--- src/logic/instr_decoder_consts.vh ---
`ifndef INSTR_DECODER_CONSTS_VH
`define INSTR_DECODER_CONSTS_VH
// instruction word geometry
`define IW_WIDTH 16
`define OPND_EXT_PREFIX 4'hF
// oscillator periods per instruction cycle
`define OSC_PER_CYCLE 4
`define QPHASE_LAST 2'h3
// instruction set sizes
`define STD_INSTR_COUNT 75
`define EXT_INSTR_COUNT 8
// field positions
`define F_ADDR_MSB 7
`define D_BIT 9
`define A_BIT 8
`define BIT_NUM_MSB 11
`define BIT_NUM_LSB 9
`define S_BIT 0
`define TBL_MODE_MSB 1
// class codes
`define CLS_BYTE 4'h1
`define CLS_BIT 4'h2
`define CLS_LIT 4'h4
`define CLS_CTRL 4'h8
// table pointer modes
`define TBL_NOCHG 2'h0
`define TBL_POSTINC 2'h1
`define TBL_POSTDEC 2'h2
`define TBL_PREINC 2'h3
`endif

--- src/logic/instr_decoder.v ---
`timescale 1ns/1ps
`default_nettype none
`include "instr_decoder_consts.vh"

// Contract
// - 75 standard plus 8 extended instructions
// - 16-bit words; four instructions use two
// - second word top nibble all ones
// - lone second word executes as NOP
// - one cycle; two if skip or branch
// - two-word instructions take two cycles
// - instruction cycle is four oscillator periods
// - taken two-word branch takes three cycles
// - byte ops decode file, destination, access
// - destination zero to accumulator, one to file
// - bit ops decode file, bit number, access
// - literals decode constant and pointer select
// - control decodes address, fast bit, table mode
// - access zero uses access bank, ignores selector
// - bit number three bits selects 0..7
// - fast bit set saves/restores shadow registers
// - table mode: none, postinc, postdec, preinc
module instr_decoder (
  input wire clk_sys, // 250 MHz core clock
  input wire rst_n, // synchronous reset, active low
  input wire [15:0] fetch_word, // fetched program word, same domain
  input wire fetch_valid, // word presented this instruction cycle
  input wire cond_true, // skip test or branch condition met
  input wire ext_enable, // extended set enabled (level)
  output reg [3:0] instr_class, // one-hot class of current word
  output reg [7:0] file_addr, // file register address
  output reg dest_to_file, // 1: result to file, 0: accumulator
  output reg use_bank_selector, // 1: bank_selector picks the bank
  output reg use_access_bank, // 1: fixed access bank
  output reg [2:0] bit_num, // selected bit of file register
  output reg [7:0] literal, // literal operand
  output reg [1:0] ptr_select, // indirect_pointer_register index
  output reg [19:0] branch_addr, // absolute or relative target field
  output reg fast_mode, // shadow register save/restore
  output reg [1:0] table_mode, // table_pointer update mode
  output reg two_word_first, // first word of two-word instruction
  output reg operand_word, // word consumed as operand extension
  output reg is_nop, // word executes as no-operation
  output reg ext_instr, // decoded from extended set
  output reg [1:0] exec_cycles, // instruction cycles this instruction
  output reg cycle_tick, // pulse once per instruction cycle
  output reg [1:0] q_phase // oscillator phase within cycle
);

  // ======================================
  // instruction cycle timing
  // ======================================
  reg [1:0] next_q_phase;
  wire cyc_end;
  assign cyc_end = (q_phase == `QPHASE_LAST);

  // one instruction cycle spans four clocks
  always @* begin
    next_q_phase = q_phase + 2'h1;
  end

  always @(posedge clk_sys) begin
    if (!rst_n) begin
      q_phase <= 2'h0;
      cycle_tick <= 1'b0;
    end else begin
      q_phase <= next_q_phase;
      cycle_tick <= cyc_end;
    end
  end

  // ======================================
  // classification
  // ======================================
  reg [3:0] next_class;
  reg next_two_first;
  reg next_is_ext;
  reg next_is_branch;
  reg next_pc_change;
  reg next_skip_type;
  wire [3:0] top;
  wire is_ext_word;
  assign top = fetch_word[15:12];
  // a word with all-ones prefix after a two-word first word is operand data
  assign is_ext_word = (top == `OPND_EXT_PREFIX);

  // class chosen before fields are extracted; opcode groups by top bits
  always @* begin
    next_class = `CLS_CTRL;
    next_two_first = 1'b0;
    next_is_ext = 1'b0;
    next_is_branch = 1'b0;
    next_pc_change = 1'b0;
    next_skip_type = 1'b0;
    if (top >= 4'h7 && top <= 4'hB) begin
      next_class = `CLS_BIT;
      next_skip_type = (top == 4'hA) || (top == 4'hB);
    end else if (top == 4'h0 && fetch_word[11:8] >= 4'h8) begin
      next_class = `CLS_LIT;
    end else if (top == 4'h0) begin
      next_class = `CLS_CTRL;
      // stack returns and pops move the pc; other low words do not
      case (fetch_word[11:0])
        12'h010: next_pc_change = 1'b1;
        12'h011: next_pc_change = 1'b1;
        12'h012: next_pc_change = 1'b1;
        12'h013: next_pc_change = 1'b1;
        default: next_pc_change = 1'b0;
      endcase
    end else if (top == 4'hC) begin
      next_class = `CLS_BYTE; // move file to file, two words
      next_two_first = 1'b1;
    end else if (top == 4'hD || top == 4'hE) begin
      next_class = `CLS_CTRL;
      next_pc_change = 1'b1;
      next_is_branch = 1'b1;
      if (fetch_word[11:9] == 3'h6 || fetch_word[11:8] == 4'hF) begin
        next_two_first = 1'b1; // call and goto
      end
      if (top == 4'hE && fetch_word[11:8] == 4'hE) begin
        next_class = `CLS_LIT; // load pointer, two words
        next_pc_change = 1'b0;
        next_is_branch = 1'b0;
        next_two_first = 1'b1;
      end
      if (top == 4'hE && fetch_word[11:8] == 4'h8) begin
        next_is_ext = 1'b1; // extended literal ops
        next_pc_change = 1'b0;
        next_is_branch = 1'b0;
        next_class = `CLS_LIT;
      end
    end else begin
      next_class = `CLS_BYTE;
      next_skip_type = (top == 4'h6);
    end
  end

  // ======================================
  // decode sequencer
  // ======================================
  localparam ST_FIRST = 2'b01;
  localparam ST_OPERAND = 2'b10;
  reg [1:0] state;
  reg [1:0] next_state;
  reg pend_branch;

  // a two-word first word arriving in place of an operand word starts a new pair
  always @* begin
    case (state)
      ST_FIRST: begin
        next_state = (next_two_first && fetch_valid) ? ST_OPERAND : ST_FIRST;
      end
      ST_OPERAND: begin
        if (!fetch_valid) begin
          next_state = ST_OPERAND;
        end else if (!is_ext_word && next_two_first) begin
          next_state = ST_OPERAND;
        end else begin
          next_state = ST_FIRST;
        end
      end
      default: begin
        next_state = ST_FIRST;
      end
    endcase
  end

  // sequencer moves only when a word is taken
  always @(posedge clk_sys) begin
    if (!rst_n) begin
      state <= ST_FIRST;
    end else if (take_word) begin
      state <= next_state;
    end
  end

  // ======================================
  // decode strobes
  // ======================================
  wire take_word; // word accepted at this edge
  wire take_operand; // extension word completing a pair
  wire take_stray; // extension word with no two-word first word before it
  wire take_first; // any other word starts an instruction
  reg [1:0] next_exec_cycles;

  // only the last phase with valid high takes a word; others are ignored
  assign take_word = cyc_end && fetch_valid;
  assign take_operand = take_word && (state == ST_OPERAND) && is_ext_word;
  assign take_stray = take_word && (state != ST_OPERAND) && is_ext_word;
  assign take_first = take_word && !is_ext_word;

  // cycles of a first word; a pair is settled again by its operand
  always @* begin
    if (next_two_first) begin
      next_exec_cycles = 2'h2;
    end else if (next_pc_change || (next_skip_type && cond_true)) begin
      next_exec_cycles = 2'h2;
    end else begin
      next_exec_cycles = 2'h1;
    end
  end

  // ======================================
  // class and pairing flags
  // ======================================
  // flags hold between taken words so the core may read them any time
  always @(posedge clk_sys) begin
    if (!rst_n) begin
      instr_class <= `CLS_CTRL;
      two_word_first <= 1'b0;
      operand_word <= 1'b0;
      is_nop <= 1'b1;
      ext_instr <= 1'b0;
      pend_branch <= 1'b0;
    end else if (take_operand) begin
      // class of the held first word stays in force
      operand_word <= 1'b1;
      two_word_first <= 1'b0;
      is_nop <= 1'b0;
    end else if (take_stray) begin
      // stray operand word runs alone, no side effects
      instr_class <= `CLS_CTRL;
      operand_word <= 1'b0;
      two_word_first <= 1'b0;
      is_nop <= 1'b1;
    end else if (take_first) begin
      instr_class <= next_class;
      two_word_first <= next_two_first;
      operand_word <= 1'b0;
      is_nop <= (fetch_word == 16'h0000);
      // extended ops decode as such only while the set is enabled
      ext_instr <= next_is_ext && ext_enable;
      pend_branch <= next_is_branch;
    end
  end

  // ======================================
  // data operand fields
  // ======================================
  // fields are cut from every first word; the class says which matter
  always @(posedge clk_sys) begin
    if (!rst_n) begin
      file_addr <= 8'h00;
      dest_to_file <= 1'b0;
      use_bank_selector <= 1'b0;
      use_access_bank <= 1'b1;
      bit_num <= 3'h0;
      literal <= 8'h00;
      ptr_select <= 2'h0;
    end else if (take_first) begin
      file_addr <= fetch_word[`F_ADDR_MSB:0];
      dest_to_file <= fetch_word[`D_BIT];
      use_bank_selector <= fetch_word[`A_BIT];
      use_access_bank <= ~fetch_word[`A_BIT];
      bit_num <= fetch_word[`BIT_NUM_MSB:`BIT_NUM_LSB];
      literal <= fetch_word[7:0];
      ptr_select <= fetch_word[5:4];
    end
  end

  // ======================================
  // control operand fields and timing
  // ======================================
  // the operand word supplies the upper target bits of a pair
  always @(posedge clk_sys) begin
    if (!rst_n) begin
      branch_addr <= 20'h00000;
      fast_mode <= 1'b0;
      table_mode <= `TBL_NOCHG;
      exec_cycles <= 2'h1;
    end else if (take_operand) begin
      branch_addr <= {fetch_word[11:0], branch_addr[7:0]};
      // two cycles, three when a two-word branch is taken
      exec_cycles <= (pend_branch && cond_true) ? 2'h3 : 2'h2;
    end else if (take_stray) begin
      // a lone extension word must not touch shadow or table state
      fast_mode <= 1'b0;
      table_mode <= `TBL_NOCHG;
      exec_cycles <= 2'h1;
    end else if (take_first) begin
      branch_addr <= {12'h000, fetch_word[7:0]};
      // fast bit only meaningful for call and return
      fast_mode <= next_is_branch ? fetch_word[8] : fetch_word[`S_BIT];
      table_mode <= fetch_word[`TBL_MODE_MSB:0];
      exec_cycles <= next_exec_cycles;
    end
  end

endmodule
`default_nettype wire

--- config.mk ---
export PLATFORM = sky130hd
export DESIGN_NAME = instr_decoder
export DESIGN_NICKNAME = d
export VERILOG_FILES = /design/src/logic/instr_decoder.v
export VERILOG_INCLUDE_DIRS = /design/src /design/src/logic
export SDC_FILE = /design/constraint.sdc
export NUM_CORES = 1
export LEC_CHECK = 0
export BUFFER_PORTS_ARGS = -buffer_cell sky130_fd_sc_hd__buf_2
export CORE_ASPECT_RATIO = 1.25
export CORE_UTILIZATION = 53
export CTS_CLUSTER_DIAMETER = 50
export DETAILED_ROUTE_END_ITERATION = 16
export PLACE_DENSITY = 0.82
export SYNTH_ARGS = -nofsm -noshare
export SYNTH_HDL_FRONTEND = slang
export SYNTH_SLANG_ARGS = --single-unit
--- constraint.sdc ---
create_clock -name clk_sys -period 4 [get_ports clk_sys]
set_clock_uncertainty 0.1 [all_clocks]
set_input_delay 0.2 -clock clk_sys [delete_from_list [all_inputs] [get_ports clk_sys]]
set_output_delay 0.2 -clock clk_sys [all_outputs]
set_load 0.1 [all_outputs]
======== Word-level counts from Yosys, hierarchy flattened ========
Index checks and enable logic that the tools add are counted.
storage, ports and cells
  logic and storage cells ................. 140
  bits of input ports ..................... 21
  bits in registers ....................... 55
operators by class
  bitwise logic cells ..................... 4
  reduce and logical (&&, ||, !) cells .... 30
  magnitude comparators ................... 3
  add/sub/neg operators ................... 1
  eq/ne operators ......................... 20
  mux-type cells .......................... 62
operator list
  cell                                                                   count
  20-bit 2-to-1 mux                                                      3
  12-bit by 5-bit == test with 1-bit output, second input constant       4
  1-bit 2-to-1 mux                                                       39
  4-bit == test, second input constant                                   9
  4-bit 2-to-1 mux                                                       9
  2-bit 2-to-1 mux                                                       10
  16-bit logical NOT                                                     1
  1-bit logical AND                                                      15
  2-bit == test, second input constant                                   2
  4-bit by 3-bit == test with 1-bit output, second input constant        1
  4-bit by 3-bit >= comparator with 1-bit output, second input constant  1
  4-bit >= comparator, second input constant                             1
  4-bit <= comparator, second input constant                             1
  4-bit logical NOT                                                      1
  1-bit logical OR                                                       4
  2-bit inequality test, second input constant                           2
  1-bit inverter                                                         4
  2-bit one-hot mux with 2 select lines                                  1
  2-bit AND reduction                                                    2
  2-bit nonzero test                                                     2
  4-bit OR reduction                                                     1
  3-bit == test, second input constant                                   1
  3-bit AND reduction                                                    1
  3-bit nonzero test                                                     1
  4 further kinds                                                        4

======== Depth between registers and ports, before layout ========
Gate-level depths: netlist (run 1).
  word-level depth ........................ 15
  depth in mapped cells ................... 7

======== Worst setup path after synthesis (run 1) ========
OpenSTA, ideal clock, no wires.
  path kind ............................... register -> register
  start ................................... register q_phase[0]
  end ..................................... register state[1]
  setup time .............................. 0.092 ns
  cell stages (with the launch flop) ...... 7
  setup slack ............................. 1.540 ns
  arrival time ............................ 2.268 ns
  buffers on the path ..................... 1
  cells stage by stage .................... dfxtp_1 -> ha_1 -> and2_1 -> buf_2 -> nand2_1 -> or3_1 -> o32ai_1
between the ends
  cells in the longest elaborated chain, start to end .. 2
RTL lines
  item                            line                 text
  from (decl)                     instr_decoder.v:47   output reg [1:0] q_phase
  from (signal assigned)          instr_decoder.v:67   q_phase <= next_q_phase;
  2-bit == test (no source line)  n/a
  net cyc_end                     instr_decoder.v:54   wire cyc_end;
  1-bit logical AND               instr_decoder.v:187  assign take_word = cyc_end && fetch_valid;
  to (signal assigned)            instr_decoder.v:173  state <= next_state;
  to (decl)                       instr_decoder.v:143  reg [1:0] state;
The timed path passes the listed nets, and every way through them passes these cells.
A chain may end at the register's enable or synchronous reset.

======== Worst setup path in the final report (run 1) ========
  start ................................... register q_phase[0]
  end ..................................... register use_access_bank
between the ends
  cells in the longest elaborated chain, start to end .. 3
RTL lines
  item                            line                 text
  2-bit == test (no source line)  n/a
  net cyc_end                     instr_decoder.v:54
  1-bit logical AND               instr_decoder.v:187
  1-bit logical AND               instr_decoder.v:190  assign take_first = take_word && !is_ext_word;
  to (signal assigned)            instr_decoder.v:254  use_access_bank <= ~fetch_word[`A_BIT];
  to (decl)                       instr_decoder.v:34   output reg use_access_bank,
The timed path passes the listed nets, and every way through them passes these cells.

==> flow_summary_export.csv, run 1 <==
group,metric,value,unit
outcome,status,"finished clean",
pwr,switchingPower,288,uW
pwr,sequentialPowerShare,54.9,%
synth,ys_seq_elements,52,
synth,synthArstFlopShare,0,%
drt,viasPerCell,5.45,
clock_network,insertion_delay,0.30,ns
placed_design,io_buffers,80,
flow_run,cap_violations,0,
grt,grt_pass1_vias,1741,
pwr,powerDensity,365,nW/um2
clock_network,cts_buffers,5,
sta,post-route-period-util,53.7,%
critical_path,crit_required,4.05,ns
critical_path,critical_path_class,"reg2reg",
sta,rsz0062_at_grt,"no",
drt,vias,2038,
grt,grt_max_degree,49,
drt,drc,0,
finish,antennaDiodeCount,0,
grt,grt_remaining_overflow,0,
sta,period_needed,2.15,ns
die,die_w,60.2,um
die,rows,26,
placed_design,routabilityCongestion,0.884,
sta,tightestPinTransition,1.00,ns
sta,fin_tns_setup,0,ns
drt,drt-initial-drc-count,138,
grt,grt_pass1_wl,7930,um
critical_path,critical_path.max_fanout,15,
sta,fmax,466,MHz
pwr,ir_drop,0.251,mV
clock_network,cts_tree,"built",
synth,syn_area_per_cell,8.74,um2
clock_network,cts-root-buf,"clkbuf_8",
finish,nets,342,
pwr,power.leakage,0.00118,uW
finish,area_growth_syn_to_layout,17.8,%
synth,synth_fp_nets,281,
clock_network,cts.clk_slew.worst_paths,0.08,ns
sta,finalSetupViolations,0,
synth,synth_cells,257,
critical_path,worstSetupStartpointType,"register",
synth,yosysSeqAreaShare,46.3,%
die,initial_core_util,55.3,%
finish,final_common_cell,"buf_2",
clock_network,cts_resized,0,
synth,yosysUniqueCellTypes,46,
critical_path,end_kind,"register",
synth,synth-edff-count,0,
pwr,power_frac_comb,16.0,%
grt,grt_usage,23.3,%
finish,multiInputGateArea,1040,um2
pwr,p_int,678,uW
sta,slew_headroom,33.1,%
placed_design,dp_hpwl,3640,um
clock_network,cts_hold_buf,0,
pwr,clock_power_share,29.1,%
finish,drive_gt1_share,28.0,%
synth,ys_warn_count,0,
synth,dominantRegCellSynth,"dfxtp_1",
sta,hold_viol,0,
drt,first_pass_iters,4,
clock_network,cts_buffer_depth,2,
die,core_area,4070,um2
critical_path,arrival,2.20,ns
die,die_area,4510,um2
pwr,switching_share,29.8,%
clock_network,cts_sinks,52,
drt,totalWireLength,5090,um
grt,grt_antenna_before_repair,0,
clock_network,post_cts_buffers,0,
clock_network,cts_max_level,2,
finish,filler_cell_count,371,
die,die_height,74.8,um
synth,netlist_area,2250,um2
die,io_pins,81,
finish,final_cell_mix,"80 x buf_2, 52 x dfxtp_1, 48 x nand2_1",
sta,maxSlewViolCount,0,
drt,ant_nets,0,
min_path,hold_path.class,"in2reg",
sta,timing.hold.ws,0.0650,ns
drt,wl_per_cell,13.6,um
finish,seqCellArea,1040,um2
==> worst max-delay path: stages, from the launching register on <==
cell and delay, ns:
dfxtp_1 0.37, ha_1 0.19, nand2_1 0.17, nor2_1 0.82, nand2_1 0.16, o21ai_0 0.12, nand2_1 0.08
==> final cells by class <==
class                           instances  area share [%]
Timing Repair Buffer                   80            15.1
Multi-Input combinational cell        174            39.2
Inverter                                5           0.709
Sequential cell                        52            39.3
Clock inverter                          1           0.189
Tap cell                               56            2.65
Clock buffer                            6            2.74
==> metrics by stage <==
| stage | worst slack (ns) | std cells | cell area (um2) | util, % | power [uW] |
|---|---|---|---|---|---|
| after floorplan | 1.54 | 257 | 2250 | - | 664 |
| after global placement | 1.93 | 367 | 2570 | 63.2 | 695 |
| after detailed placement | 1.87 | 367 | 2570 | 63.2 | 696 |
| after CTS | 1.84 | 374 | 2650 | 65.1 | 969 |
| after global routing | 1.67 | 374 | 2650 | 65.1 | 1000 |
| final | 1.85 | 374 | 2650 | 65.1 | 966 |
==> sequential cells by signal, indices dropped and copies added, names as in the netlist <==
register / count
two_word_first: 1
ext_instr: 1
literal: 8
use_access_bank: 1
use_bank_selector: 1
cycle_tick: 1
operand_word: 1
table_mode: 2
instr_class: 4
exec_cycles: 2
q_phase: 2
state: 2
bit_num: 3
branch_addr: 20
pend_branch: 1
fast_mode: 1
is_nop: 1
==> synth_stat cells, drive strengths merged (3+ instances only) <==
master / instances / area share, %
nand3: 3 / 0.67
o21ai: 9 / 2.0
nor4: 4 / 1.4
nand2: 48 / 8.0
buf: 19 / 5.5
dfxtp: 52 / 46
inv: 5 / 0.84
ha: 3 / 1.7
clkbuf: 7 / 1.2
and2: 3 / 0.84
a22oi: 12 / 4.0
a21oi: 9 / 2.0
nor2: 10 / 1.7
nor2b: 17 / 4.7
a21boi: 22 / 7.3
nor3: 4 / 0.89
==> power by group through the flow <==
stage,Combinational (uW),Clock [uW],Sequential [uW]
after floorplan,61.6,0,603
after global placement,153,0,542
after detailed placement,154,0,543
after CTS,154,285,530
after global routing,163,309,532
final,154,281,530
==> metal layers <==
layer	vias up	wire (um)	global-route usage, %
li1	994	-	-
met1	955	2250	30.6
met2	79	2460	38.0
met3	10	291	4.30
met4	0	91	8.53
met5	-	0	0
==> final timing paths <==
path                   from               to  slack [ns]  cells after the start
max reg2reg      q_phase[0]  use_access_bank        1.85                      6
min reg2reg  two_word_first   two_word_first        0.35                      2
min              ext_enable        ext_instr        0.07                      3
max              q_phase[0]  use_access_bank        1.85                      6
==> cell families (layout without fill, tap and decap cells) <==
logic type,Yosys count,count (layout),share of synthesized area [%]
AO/OA/AOI/OAI,66,66,20.7
XOR/XNOR,2,2,0.780
adder cells (fa/ha/maj),3,3,1.67
buffers and inverters,31,92,7.46
flip-flops,52,52,46.3
multiplexers,1,1,0.445
AND/OR/NAND/NOR,102,102,22.7
Note: power is estimated with default switching activity, not from simulation.
==> inputs of run 2 (changes only) <==
CORE_UTILIZATION = 44   (was 53)
PLACE_DENSITY = 0.72   (was 0.82)
clock period = 1.9 ns   (was 4 ns; I/O delays follow)
==> flow_summary_export.csv, run 2 (synthesis results as in run 1) <==
group,metric,value,unit
die,die_w,65.9,um
drt,drt-initial-drc-count,162,
min_path,hold_path_end,"bit_num[1]",
critical_path,rr_startpoint,"state[0]",
flow_run,cap_violations,0,
grt,grt_usage,20.8,%
finish,nets,362,
sta,post-route-period-util,91.1,%
grt,grt_remaining_overflow,0,
critical_path,critical_path.max_fanout,5,
placed_design,dp_hpwl,3840,um
drt,totalWireLength,5410,um
critical_path,critPathMaxStageDelay,0.36,ns
sta,fmax,578,MHz
die,die_height,81.9,um
clock_network,cts_buffer_depth,2,
sta,rsz0062_at_grt,"no",
finish,largest_reg_flops,20,
pwr,powerDensity,783,nW/um2
pwr,switching_share,28.2,%
finish,area_growth_syn_to_layout,29.1,%
pwr,p_total,2270,uW
sta,setup_slack,0.169,ns
pwr,ir_drop,0.399,mV
finish,drive_gt1_share,30.7,%
critical_path,reg2regPathDepth,8,
critical_path,end_kind,"register",
clock_network,cts-root-buf,"clkbuf_8",
sta,hold_viol,0,
drt,first_pass_iters,4,
critical_path,crit_required,2.00,ns
pwr,power.leakage,0.00129,uW
drt,ant_nets,0,
die,rows,28,
pwr,clock_power_share,35.2,%
clock_network,insertion_delay,0.30,ns
pwr,switchingPower,639,uW
placed_design,io_buffers,80,
drt,wl_per_cell,13.6,um
clock_network,cts_sinks,52,
die,core_area,4830,um2
sta,slew_headroom,61.5,%
clock_network,cts_tree,"built",
die,initial_core_util,46.5,%
min_path,hold_depth,3,
pwr,p_int,1630,uW
pwr,sequentialPowerShare,49.2,%
sta,timing.hold.ws,0.0202,ns
placed_design,dpl.cell_count,379,
grt,grt_pass1_vias,1925,
clock_network,post_cts_buffers,0,
min_path,hold_start,"fetch_word[10]",
finish,final_core_utilization,60.0,%
finish,regMostFlops,"branch_addr",
sta,tightestPinTransition,0.577,ns
grt,grt_antenna_before_repair,0,
critical_path,worstSetupStartpointType,"register",
outcome,status,"finished clean",
finish,final_common_cell,"buf_2",
grt,grt_max_degree,34,
die,io_pins,81,
drt,drc,0,
finish,reg_top3,"branch_addr x20, literal x8, instr_class x4",
sta,period_needed,1.73,ns
placed_design,routabilityCongestion,0.923,
min_path,hold_path.class,"in2reg",
critical_path,timing.rr.end,"exec_cycles[1]",
clock_network,cts.clk_slew.worst_paths,0.09,ns
pwr,power_frac_comb,15.6,%
critical_path,crit_chain,"inv_1 > ha_1 > buf_4 > nand2_1 > o221ai_1 > a32oi_1 > o211ai_2 > o21ba_1",
grt,grt_pass1_wl,8600,um
clock_network,cts_buffers,5,
critical_path,reg2reg_slack,0.17,ns
clock_network,cts_max_level,2,
critical_path,crit_slowest_cell,"dfxtp_1",
die,die_area,5400,um2
sta,maxSlewViolCount,0,
finish,antennaDiodeCount,0,
finish,final_cells,399,
critical_path,arrival,1.83,ns
finish,final_cell_mix,"80 x buf_2, 50 x dfxtp_1, 48 x nand2_1",
critical_path,critical_path_class,"reg2reg",
sta,finalSetupViolations,0,
drt,viasPerCell,5.28,
drt,vias,2105,
placed_design,post-place-ws,-0.00599,ns
[run 2: power by group through the flow]
stage	Sequential (uW)	Clock, uW	Combinational [uW]
finish	1120	798	355
floorplan	1270	0	131
CTS	1120	812	355
detailed placement	1140	0	335
global placement	1140	0	333
global route	1120	852	377
[run 2: per-layer routing]
metal	vias up	track usage (%)	share of wire (%)
met5	-	0	0
met4	0	9.35	1.3
met3	8	4.03	5.4
met2	76	35.9	50
met1	980	24.7	43
li1	1041	-	-
[run 2: repair_timing]
action                                  CTS  global route
hold buffers                             12             0
resized for setup                         1             1
endpoints found under the setup margin    2             6
hold endpoints to repair                 23             0
[run 2: worst max-delay path, delay by kind of cell (launching register included)]
kind            cells  cell delay [ns]
compound gates      4             0.69
flops               1             0.36
buf+inv             2             0.21
fa+ha+maj           1             0.21
simple gates        1             0.06
[run 2: worst max-delay path by stage]
stage,depth (start not counted),start,end
after floorplan,6,q_phase[0],state[1]
after global placement,5,state[0],branch_addr[11]
after detailed placement,5,state[0],branch_addr[11]
after CTS,6,q_phase[0],branch_addr[11]
after global routing,5,q_phase[0],state[1]
final,8,state[0],exec_cycles[1]
[run 2: through the flow]
step | TNS (ns) | cell area [um2]
CTS | 0 | 2900
floorplan | 0 | 2270
global placement | 0 | 2650
detailed placement | -0.00599 | 2650
finish | 0 | 2900
global route | 0 | 2900
[run 2: layout make-up]
cell class,instances,area [um2]
Sequential cell,52,1050
Inverter,5,18.8
Clock buffer,6,82.6
Timing Repair Buffer,100,581
Tap cell,60,75.1
Multi-Input combinational cell,174,1060
Clock inverter,2,38.8
Fill cell,448,1930
